--- src/hw/ccp_pkg.sv ---
package ccp_pkg;

	// Register map, byte addresses on the APB
	localparam logic [11:0] CCP_ADDR_CTRL = 12'h000;
	localparam logic [11:0] CCP_ADDR_VALUE = 12'h004;
	localparam logic [11:0] CCP_ADDR_TSEL = 12'h008;
	localparam logic [11:0] CCP_ADDR_STAT = 12'h00C;

	// Control register fields
	localparam int CCP_CTRL_EN_BIT = 7;
	localparam int CCP_CTRL_OUT_BIT = 5;
	localparam int CCP_CTRL_FMT_BIT = 4;
	localparam logic [7:0] CCP_CTRL_RST = 8'h00;
	localparam logic [7:0] CCP_CTRL_WMASK = 8'h9F;

	// Mode codes
	localparam logic [3:0] CCP_MODE_OFF = 4'h0;
	localparam logic [3:0] CCP_MODE_TGL_CLR = 4'h1;
	localparam logic [3:0] CCP_MODE_TGL = 4'h2;
	localparam logic [3:0] CCP_MODE_SET = 4'h8;
	localparam logic [3:0] CCP_MODE_CLR = 4'h9;
	localparam logic [3:0] CCP_MODE_PULSE = 4'hA;
	localparam logic [3:0] CCP_MODE_PULSE_CLR = 4'hB;
	localparam logic [1:0] CCP_MODE_PWM_TOP = 2'h3;

	// Timer select codes
	localparam logic [1:0] CCP_TSEL_FIRST = 2'h0;
	localparam logic [1:0] CCP_TSEL_SECOND = 2'h1;
	localparam logic [1:0] CCP_TSEL_THIRD = 2'h2;

	localparam logic [15:0] CCP_VALUE_RST = 16'h0000;
	localparam logic [9:0] CCP_DUTY_RST = 10'h000;
	localparam logic [31:0] CCP_RDATA_ZERO = 32'h0000_0000;

	// One 8-bit auto-reload timer as seen by the channel
	typedef struct packed {
		logic [7:0] count;
		logic [7:0] period;
		logic [1:0] phase;
		logic inc;
	} ccp_tmr_t;

	// All state of the channel
	typedef struct packed {
		logic [7:0] ctrl;
		logic [15:0] value;
		logic [1:0] tsel;
		logic [9:0] duty;
		logic out;
		logic flag;
		logic eq;
		logic pin_oe;
		logic tmr_clr;
		logic [31:0] rdata;
		logic pready;
		logic pslverr;
	} ccp_state_t;

endpackage : ccp_pkg

--- src/hw/ccp_channel.sv ---
`timescale 1ns/10ps
// Functional notes
// RL1: Compare the 16-bit compare value to the first timer count; equality is a match.
// RL2: Every compare match sets the interrupt flag with the output action.
// RL3: Software interrupt compare leaves the pin alone, raising only the flag.
// RL4: Pulse codes hold the output high while count equals compare value.
// RL5: Toggle codes invert the output on each match.
// RL6: Clear-on-match drives output low; set-on-match drives it high.
// RL7: Codes 1011 and 0001 also clear the first timer on a match.
// RL8: Code 0000 turns the channel off and resets it; 11xx is PWM.
// RL9: Compare needs the system clock; nothing runs while it is stopped.
// RL10: The other party runs the first timer synchronously for compare use.
// RL11: PWM mode makes a waveform of up to ten bits resolution.
// RL12: PWM period is (period+1) times four clocks times the prescale.
// RL13: At period end the output sets unless duty is zero; duty latches.
// RL14: Right aligned: duty 9:8 from high bits 1:0, 7:0 from low byte.
// RL15: Left aligned: duty 1:0 from low bits 7:6, 9:2 from high byte.
// RL16: Duty writes are taken any time, used only from the next period.
// RL17: Time base is timer count extended by two phase or prescaler bits.
// RL18: Output goes low when the 10-bit time base equals latched duty.
// RL19: Duty above the period leaves the output unchanged that period.
// RL20: The timer postscaler plays no part in the PWM period.
// RL21: Full ten-bit resolution needs period value 255.
// RL22: The channel picks one of three 8-bit timers as time base.
// RL23: Select 00 first, 01 second, 10 third timer; 11 reserved.
// RL24: The other party clocks the PWM timer from the instruction clock.
// RL25: Writing zero to the control register releases the channel pin.
module ccp_channel #(
	parameter int NUM_PWM_TIMERS = 3
) (
	input wire logic i_sys_clk,
	input wire logic i_nrst,
	input wire logic i_ce,
	input wire logic i_psel,
	input wire logic i_penable,
	input wire logic i_pwrite,
	input wire logic [11:0] i_paddr,
	input wire logic [31:0] i_pwdata,
	input wire logic [3:0] i_pstrb,
	input wire logic [15:0] i_first_timer_count,
	input wire ccp_pkg::ccp_tmr_t i_tmr_a,
	input wire ccp_pkg::ccp_tmr_t i_tmr_b,
	input wire ccp_pkg::ccp_tmr_t i_tmr_c,
	output logic [31:0] o_prdata,
	output logic o_pready,
	output logic o_pslverr,
	output logic o_ccp_out,
	output logic o_pin_oe,
	output logic o_channel_interrupt_flag,
	output logic o_first_timer_clear
);
	import ccp_pkg::*;

	initial begin
		if (NUM_PWM_TIMERS != 3) begin
			$error("ccp_channel serves exactly three PWM timers");
		end
	end

	ccp_state_t st_ff;
	ccp_state_t nxt_st;

	////////////////////////////////////////////////////////////////////////
	// Helpers

	// Duty assembly from the value pair, shared by the latch and the checks
	function automatic logic [9:0] ccp_duty(input logic [15:0] v, input logic fmt);
		logic [9:0] d;
		d = '0;
		if (fmt) begin
			// RL15 left aligned
			d = {v[15:8], v[7:6]};
		end else begin
			// RL14 right aligned
			d = {v[9:8], v[7:0]};
		end
		return d;
	endfunction : ccp_duty

	// Byte-lane merge for APB writes
	function automatic logic [7:0] ccp_lane(input logic [7:0] old, input logic [7:0] nw,
		input logic en);
		return en ? nw : old;
	endfunction : ccp_lane

	////////////////////////////////////////////////////////////////////////
	// Decodes

	logic [3:0] mode;
	logic is_pwm;
	logic is_cmp;
	logic match;
	logic eq_now;
	logic is_pulse;
	ccp_tmr_t tmr;
	logic [9:0] tbase;
	logic [9:0] tbase_nxt;
	logic period_end;
	logic apb_setup;
	logic apb_wr;

	always_comb begin
		mode = st_ff.ctrl[3:0];
		is_pwm = st_ff.ctrl[CCP_CTRL_EN_BIT] && (mode[3:2] == CCP_MODE_PWM_TOP);
		is_cmp = st_ff.ctrl[CCP_CTRL_EN_BIT] && (mode == CCP_MODE_TGL_CLR ||
			mode == CCP_MODE_TGL || mode == CCP_MODE_SET || mode == CCP_MODE_CLR ||
			mode == CCP_MODE_PULSE || mode == CCP_MODE_PULSE_CLR);
		// RL1 equality of compare value and first timer count
		eq_now = (i_first_timer_count == st_ff.value);
		// RL5 act once per match: the timer may hold one count for several clocks
		match = is_cmp && eq_now && !st_ff.eq;
		is_pulse = is_cmp && (mode == CCP_MODE_PULSE || mode == CCP_MODE_PULSE_CLR);
		// RL22 RL23 timer select; reserved code falls back to first timer
		case (st_ff.tsel)
			CCP_TSEL_SECOND: tmr = i_tmr_b;
			CCP_TSEL_THIRD: tmr = i_tmr_c;
			default: tmr = i_tmr_a;
		endcase
		// RL17 RL21 10-bit time base; full resolution only with period value 255
		tbase = {tmr.count, tmr.phase};
		// Output flop lags one clock, so the clear looks one time base step ahead
		tbase_nxt = tbase + 10'h001;
		// RL12 RL20 period end at count==period on increment, no postscaler
		period_end = tmr.inc && (tmr.count == tmr.period) && (tmr.phase == 2'h3);
		apb_setup = i_psel && !i_penable;
		apb_wr = i_psel && i_penable && st_ff.pready && i_pwrite;
	end

	////////////////////////////////////////////////////////////////////////
	// Next state

	always_comb begin
		nxt_st = st_ff;
		nxt_st.tmr_clr = 1'b0;
		nxt_st.pready = 1'b0;
		nxt_st.pslverr = 1'b0;

		// Compare actions
		if (match) begin
			// RL2 flag with action
			nxt_st.flag = 1'b1;
			case (mode)
				// RL5 toggle
				CCP_MODE_TGL_CLR, CCP_MODE_TGL: nxt_st.out = !st_ff.out;
				// RL6 set or clear
				CCP_MODE_SET: nxt_st.out = 1'b1;
				CCP_MODE_CLR: nxt_st.out = 1'b0;
				default: nxt_st.out = st_ff.out;
			endcase
			// RL7 timer clear
			nxt_st.tmr_clr = (mode == CCP_MODE_PULSE_CLR) || (mode == CCP_MODE_TGL_CLR);
		end
		// RL4 pulse high only while equal
		if (is_pulse) begin
			nxt_st.out = eq_now;
		end
		// RL5 remember equality so a held count gives one match only
		nxt_st.eq = is_cmp && eq_now;

		// PWM waveform
		if (is_pwm) begin
			if (period_end) begin
				// RL13 RL16 latch duty; set unless zero
				nxt_st.duty = ccp_duty(st_ff.value, st_ff.ctrl[CCP_CTRL_FMT_BIT]);
				nxt_st.out = (ccp_duty(st_ff.value, st_ff.ctrl[CCP_CTRL_FMT_BIT]) != 10'h000);
			end else if (tmr.inc && tbase_nxt == st_ff.duty) begin
				// RL18 RL19 RL11 clear at duty match; never reached if duty > period
				nxt_st.out = 1'b0;
			end
		end

		// RL3 pin owned only by active modes, not software interrupt
		nxt_st.pin_oe = (is_cmp && mode != CCP_MODE_PULSE) || is_pwm;

		// APB slave: one wait state, answer in access phase
		if (i_psel && i_penable && !st_ff.pready) begin
			nxt_st.pready = 1'b1;
			nxt_st.rdata = CCP_RDATA_ZERO;
			case (i_paddr)
				CCP_ADDR_CTRL: nxt_st.rdata[7:0] = {st_ff.ctrl[7:6], st_ff.out, st_ff.ctrl[4:0]};
				CCP_ADDR_VALUE: nxt_st.rdata[15:0] = st_ff.value;
				CCP_ADDR_TSEL: nxt_st.rdata[1:0] = st_ff.tsel;
				CCP_ADDR_STAT: nxt_st.rdata[10:0] = {st_ff.duty, st_ff.flag};
				default: nxt_st.pslverr = 1'b1;
			endcase
		end
		if (apb_wr) begin
			case (i_paddr)
				CCP_ADDR_CTRL: begin
					nxt_st.ctrl = ccp_lane(st_ff.ctrl, i_pwdata[7:0] & CCP_CTRL_WMASK,
						i_pstrb[0]);
				end
				CCP_ADDR_VALUE: begin
					// RL16 duty writes any time
					nxt_st.value[7:0] = ccp_lane(st_ff.value[7:0], i_pwdata[7:0], i_pstrb[0]);
					nxt_st.value[15:8] = ccp_lane(st_ff.value[15:8], i_pwdata[15:8],
						i_pstrb[1]);
				end
				CCP_ADDR_TSEL: begin
					if (i_pstrb[0]) begin
						nxt_st.tsel = i_pwdata[1:0];
					end
				end
				CCP_ADDR_STAT: begin
					// Write one clears; a match in the same cycle wins
					if (i_pstrb[0] && i_pwdata[0] && !match) begin
						nxt_st.flag = 1'b0;
					end
				end
				default: nxt_st.flag = nxt_st.flag;
			endcase
		end

		// RL8 RL25 off code resets channel state and releases pin
		if (!st_ff.ctrl[CCP_CTRL_EN_BIT] || mode == CCP_MODE_OFF) begin
			nxt_st.out = 1'b0;
			nxt_st.duty = CCP_DUTY_RST;
			nxt_st.pin_oe = 1'b0;
			nxt_st.tmr_clr = 1'b0;
			nxt_st.eq = 1'b0;
		end
		if (apb_setup) begin
			nxt_st.pready = 1'b0;
		end
	end

	////////////////////////////////////////////////////////////////////////
	// State register; RL9 nothing advances while the clock or enable stops

	always_ff @(posedge i_sys_clk or negedge i_nrst) begin
		if (!i_nrst) begin
			st_ff <= '0;
		end else if (i_ce) begin
			st_ff <= nxt_st;
		end
	end

	assign o_prdata = st_ff.rdata;
	assign o_pready = st_ff.pready;
	assign o_pslverr = st_ff.pslverr;
	assign o_ccp_out = st_ff.out;
	assign o_pin_oe = st_ff.pin_oe;
	assign o_channel_interrupt_flag = st_ff.flag;
	assign o_first_timer_clear = st_ff.tmr_clr;
endmodule : ccp_channel

--- config.mk ---
export PLATFORM = sky130hd
export DESIGN_NAME = ccp_channel
export DESIGN_NICKNAME = d
export VERILOG_FILES = /design/src/hw/ccp_pkg.sv /design/src/hw/ccp_channel.sv
export SDC_FILE = /design/constraint.sdc
export NUM_CORES = 1
export LEC_CHECK = 0
export ABC_CLOCK_PERIOD_IN_PS = 7710
export BUFFER_PORTS_ARGS = -buffer_cell sky130_fd_sc_hd__buf_4
export CELL_PAD_IN_SITES_DETAIL_PLACEMENT = 0
export CELL_PAD_IN_SITES_GLOBAL_PLACEMENT = 1
export CORE_MARGIN = 8
export CORE_UTILIZATION = 39
export CTS_CLUSTER_DIAMETER = 30
export DETAILED_ROUTE_END_ITERATION = 16
export GPL_TIMING_DRIVEN = 0
export PLACE_DENSITY = 0.85
export SYNTH_ARGS = -nofsm -noshare
export SYNTH_HDL_FRONTEND = slang
export SYNTH_SLANG_ARGS = --single-unit
--- constraint.sdc ---
create_clock -name i_sys_clk -period 7.71 [get_ports i_sys_clk]
set_clock_uncertainty 0.1 [all_clocks]
set_input_delay 1.542 -clock i_sys_clk [delete_from_list [all_inputs] [get_ports i_sys_clk]]
set_output_delay 1.542 -clock i_sys_clk [all_outputs]
set_load 0.02 [all_outputs]
# Yosys cells after proc, flatten, opt, wreduce, memory -nomap -nowiden
# Index checks and enable logic that the tools add are counted.
# W data, S select, Z words.
# op_classes
n_mux,23
n_reduce_logical,44
n_eq_ne,17
n_addsub,1
# op_table
operator,count
$pmux W19 S2,1
$mux W10,3
$eq A12 B4 Y1 const B,2
$mux W11,2
$pmux W6 S3,1
$eq A16 B16 Y1,1
$eq A4 B4 Y1 const B,4
$logic_and A1 B1 Y1,16
$reduce_and A4 Y1,4
$eq A12 B3 Y1 const B,1
$logic_not A12 Y1,1
$add A10 B1 Y10 const B,1
$eq A10 B10 Y1,1
$reduce_bool A10 Y1,1
$logic_or A1 B1 Y1,9
$mux W1,9
$eq A8 B8 Y1,1
$pmux W2 S4,1
$eq A2 B2 Y1 const B,3
$logic_not A1 Y1,6
$pmux W3 S2,1
$mux W5,1
$eq A4 B1 Y1 const B,1
$eq A4 B2 Y1 const B,1
11 further kinds,13
# totals
reg_bits,57

# Depth between registers and ports, before layout
# depth
ltp_word,15
ltp_mapped,13
ltp_nobuf,11

# Least setup slack after synthesis
# OpenSTA, ideal clock, no wires.
# synth_timing
path_type,in2reg
startpoint,input i_tmr_c[1] (netlist bit)
endpoint,"register st_ff, in the netlist o_ccp_out"
setup_ps,129
required_time_ps,7481
arrival_time_ps,3274
stages,9
setup_slack_ps,4207
path_cell_list,a22oi_1 > o21ai_0 > ha_1 > nand3_1 > nor3b_1 > nand4_1 > or4_1 > o211ai_1 > a31oi_1
# synth_via
elab_chain_len,8
word_cells_on_any_way,10
cone_classes,add/sub (1); eq/ne (2); mux (5); reduce/logical (2)
# synth_lines
element,line_no,source
start: declaration,ccp_channel.sv:43,"input wire ccp_pkg::ccp_tmr_t i_tmr_c,"
$pmux W19 S2 *,ccp_channel.sv:114,case (st_ff.tsel)
$add A10 B1 Y10,ccp_channel.sv:122,tbase_nxt = tbase + 10'h001;
$eq A10 B10 Y1,ccp_channel.sv:166,end else if (tmr.inc && tbase_nxt == st_ff.duty) begin
$logic_and A1 B1 Y1,ccp_channel.sv:166,
$mux W1,ccp_channel.sv:166,
$mux W1 *,ccp_channel.sv:162,if (period_end) begin
$mux W11 *,ccp_channel.sv:161,if (is_pwm) begin
$mux W11 *,ccp_channel.sv:215,if (!st_ff.ctrl[CCP_CTRL_EN_BIT] || mode == CCP_MODE_OFF) begin
end signal: assignment,ccp_channel.sv:234,st_ff <= nxt_st;
end: declaration,ccp_channel.sv:60,ccp_state_t st_ff;
# Mark *: on every way between the ends. The rest lies on a longest branch, timed or not. The select of a mux whose other input is x is not followed.
# A chain may end at the register's enable or synchronous reset.

# Worst setup path after layout
# Same ends and word-level chain as after synthesis.

==> results.ini <==
[run_status]
status = finished, final reports clean

[die]
io_pins = 165
dieWidth_um = 117
rows = 37
die_area_sq_um = 13700
start_util_pct = 39.4
core_sq_um = 10100
die_h_um = 117

[detailed_routing]
wl_met3_um = 523
num_vias = 3698
drt-pass1-iter-count = 4
drc = 0
met1Wirelength_mm = 5.01
met2WireLength_mm = 6.68
wl_mm = 12.3
antenna_left = 0
top_layer = met4
vias_per_cell = 5.20
drtIter0Drc = 180
wire_per_inst_um = 17.4

[placed_design]
dp_hpwl_mm = 10.1
gp_congestion = 0.860
place_area_sq_um = 5190
numPortBuffers = 130

[pwr]
finalPower_w = 0.000726
p_leak_nw = 2.64
power_density_nw_per_um2 = 134
ir_worst_vdd_mv = 0.0731

[cts]
cts_sinks = 57
ctsResizeCount = 0
insertion_delay_ns = 0.34
cts_hold_buf = 0
clockBufferDepth = 2
clkTransAtPathRegs_ns = 0.06
cts.htree.levels = 3
cts_buffers = 9
clock_tree.root_cell = clkbuf_8
cts_tree = done
post_cts_buffers = 0

[critical_path]
cp_cell_sequence = buf_4 -> a22oi_1 -> o21ai_0 -> ha_1 -> nand3_1 -> nor4_1 -> xnor2_1 -> a2111oi_0 -> o2111a_1 -> a31oi_1
worstSetupStartpointType = input pin
end_kind = flip-flop
path_delay_family = compound AO/OA/AOI/OAI gates
path_buf_inv = 1
critPathMaxStageDelay_ns = 0.50
required_ns = 7.82
arrival_ns = 3.91
critPathKind = input pin to flip-flop
slowest_stage = o21ai_0
cp_max_fo = 5

[logic_synthesis]
synth_edf_count = 0
synth_seq_area_share_pct = 35.7
syn_inst = 414
postSynthAreaPerCell_sq_um = 9.64
ys_warn_count = 0
async_flop_share_pct = 100
netlist_area_sq_um = 3990
ys_ff_latch = 57
ys_types = 49
synth_flop_cell = dfrtp_1

[timing]
rsz0062_at_grt = false
fin_crit_ns = 3.80
slew_headroom_pct = 50.3
setup_violations = 0
finalHoldViolCount = 0
fin_crit_sh_pct = 49.3
maxSlewViolCount = 0
tns_ns = 0
worstMarginPinSlew_ns = 0.741
fmax_ghz = 0.263

[cells_and_area]
diodes = 0
areaGrowthSynthToFinish_pct = 35.9
num-nets-final = 700
layout-drive-gt1-share_pct = 38.3
postLayoutCellArea_sq_um = 5420

[global_routing]
first_global_vias = 3779
grt_usage_pct = 18.2
grt_overflow = 0
grt_max_degree = 58
antenna_found_initial = 0
grt_pass1_wl_mm = 19.3

[flow_run]
drv_cap = 0

[worst_hold_path]
worst_hold_path_type = flip-flop to flip-flop

==> state kept, by name, summed over array words and instances, names as in the netlist <==
signal / cells
st_ff: 31
o_ccp_out: 1
o_prdata: 16
o_channel_interrupt_flag: 1
o_first_timer_clear: 1
o_pin_oe: 1
o_pslverr: 1
mode: 4
o_pready: 1
==> Yosys cell counts (3+ instances only) <==
cell type	n	area, sq um
or2_2	4	25.0
nor4_1	10	62.6
ha_1	3	37.5
dfrtp_1	57	1430
nand4_1	4	25.0
buf_4	34	255
nor3_1	9	45.0
mux2i_1	21	210
mux2_2	28	315
a21oi_1	8	40.0
xnor2_1	8	70.1
o2bb2ai_1	10	87.6
a211oi_1	4	30.0
a221o_1	9	90.1
nand3_1	10	50.1
inv_1	8	30.0
and4_1	3	26.3
nand2_1	33	124
a22oi_1	7	52.6
nand2b_1	9	56.3
nor2b_1	9	56.3
or4_1	3	22.5
nor2_1	11	41.3
buf_2	5	25.0
o21ai_0	23	115
a22o_1	12	105
and2_1	5	31.3
clkbuf_1	10	37.5
o211ai_1	3	22.5
a221oi_1	4	35.0
o21ai_1	3	15.0
xor2_1	26	228
==> per-layer routing <==
layer / vias to the layer above / track usage [%]
li1: 1791 / -
met5: - / 0
met2: 83 / 32.1
met3: 11 / 3.54
met4: 0 / 4.18
met1: 1813 / 22.3
==> worst min-delay path: stages (launching register included) <==
cell and delay (ns):
dfrtp_1 0.34, nand2_1 0.05, o21ai_0 0.06
==> report_power, final <==
| group | internal [W] | total (W) | switching (W) | leakage (nW) |
|---|---|---|---|---|
| Combinational | 0.0000558 | 0.000102 | 0.0000466 | 1.74 |
| Sequential | 0.000300 | 0.000301 | 0.000000633 | 0.795 |
| Clock | 0.000200 | 0.000323 | 0.000123 | 0.109 |
==> layout by cell type, fill, tap and decap left out, types with 9 or more instances in the layout <==
cell type,synthesis,final
nor2b_1,9,9
mux2_2,28,28
xor2_1,26,26
nor2_1,11,11
conb_1,1,16
nor4_1,10,10
mux2i_1,21,21
dfrtp_1,57,57
o21ai_0,23,23
nand2b_1,9,9
nand3_1,10,10
clkbuf_8,0,11
o2bb2ai_1,10,10
buf_4,34,164
nor3_1,9,9
clkbuf_1,10,11
a22o_1,12,12
nand2_1,33,33
a221o_1,9,9
==> path summary, 6_finish.rpt <==
check | start | to | slack, ns | cells past startpoint
worst max register to register | st_ff[49]$_DFFE_PN0P_ | o_ccp_out$_DFFE_PN0P_ | 4.13 | 12
min in group asynchronous | i_nrst | o_prdata[0]$_DFFE_PN0P_ | 1.15 | 1
max in group asynchronous | i_nrst | st_ff[39]$_DFFE_PN0P_ | 5.88 | 1
worst min register to register | o_prdata[10]$_DFFE_PN0P_ | o_prdata[10]$_DFFE_PN0P_ | 0.38 | 2
worst min-delay path | o_prdata[10]$_DFFE_PN0P_ | o_prdata[10]$_DFFE_PN0P_ | 0.38 | 2
worst max-delay path | i_tmr_c[1] | o_ccp_out$_DFFE_PN0P_ | 3.91 | 10
==> final cells by class <==
type / instances / area [sq um]
tap: 136 / 170
sequential: 57 / 1430
clock buffer: 12 / 155
timing repair buffer: 130 / 976
buffer: 51 / 333
inverter: 8 / 30.0
clock inverter: 4 / 75.1
fill: 940 / 4710
multi-input combinational: 313 / 2260
==> logic make-up (layout without fill, tap and decap cells) <==
kind of cell / count (synthesis) / in the layout / synth area share (%)
flip-flops: 57 / 57 / 35.7
AO/OA/AOI/OAI: 94 / 94 / 17.2
multiplexers: 51 / 51 / 14.3
XOR/XNOR: 34 / 34 / 7.46
buffers and inverters: 59 / 205 / 9.09
AND/OR/NAND/NOR: 115 / 115 / 15.2
other: 1 / 16 / 0.0940
adder cells (fa/ha/maj): 3 / 3 / 0.941
==> metrics by stage <==
| stage | cells | util [%] | hold slack (ns) | setup slack, ns |
|---|---|---|---|---|
| 2_1_floorplan | 429 | - | 0.351 | 4.21 |
| 3_3_place_gp | 695 | 51.2 | 0.374 | 3.71 |
| 3_5_place_dp | 695 | 51.2 | 0.373 | 3.57 |
| 4_1_cts | 711 | 53.5 | 0.388 | 3.92 |
| 5_1_grt | 711 | 53.5 | 0.429 | 3.54 |
| 6_report | 711 | 53.5 | 0.384 | 3.91 |
(Power assumes the default switching activity.)
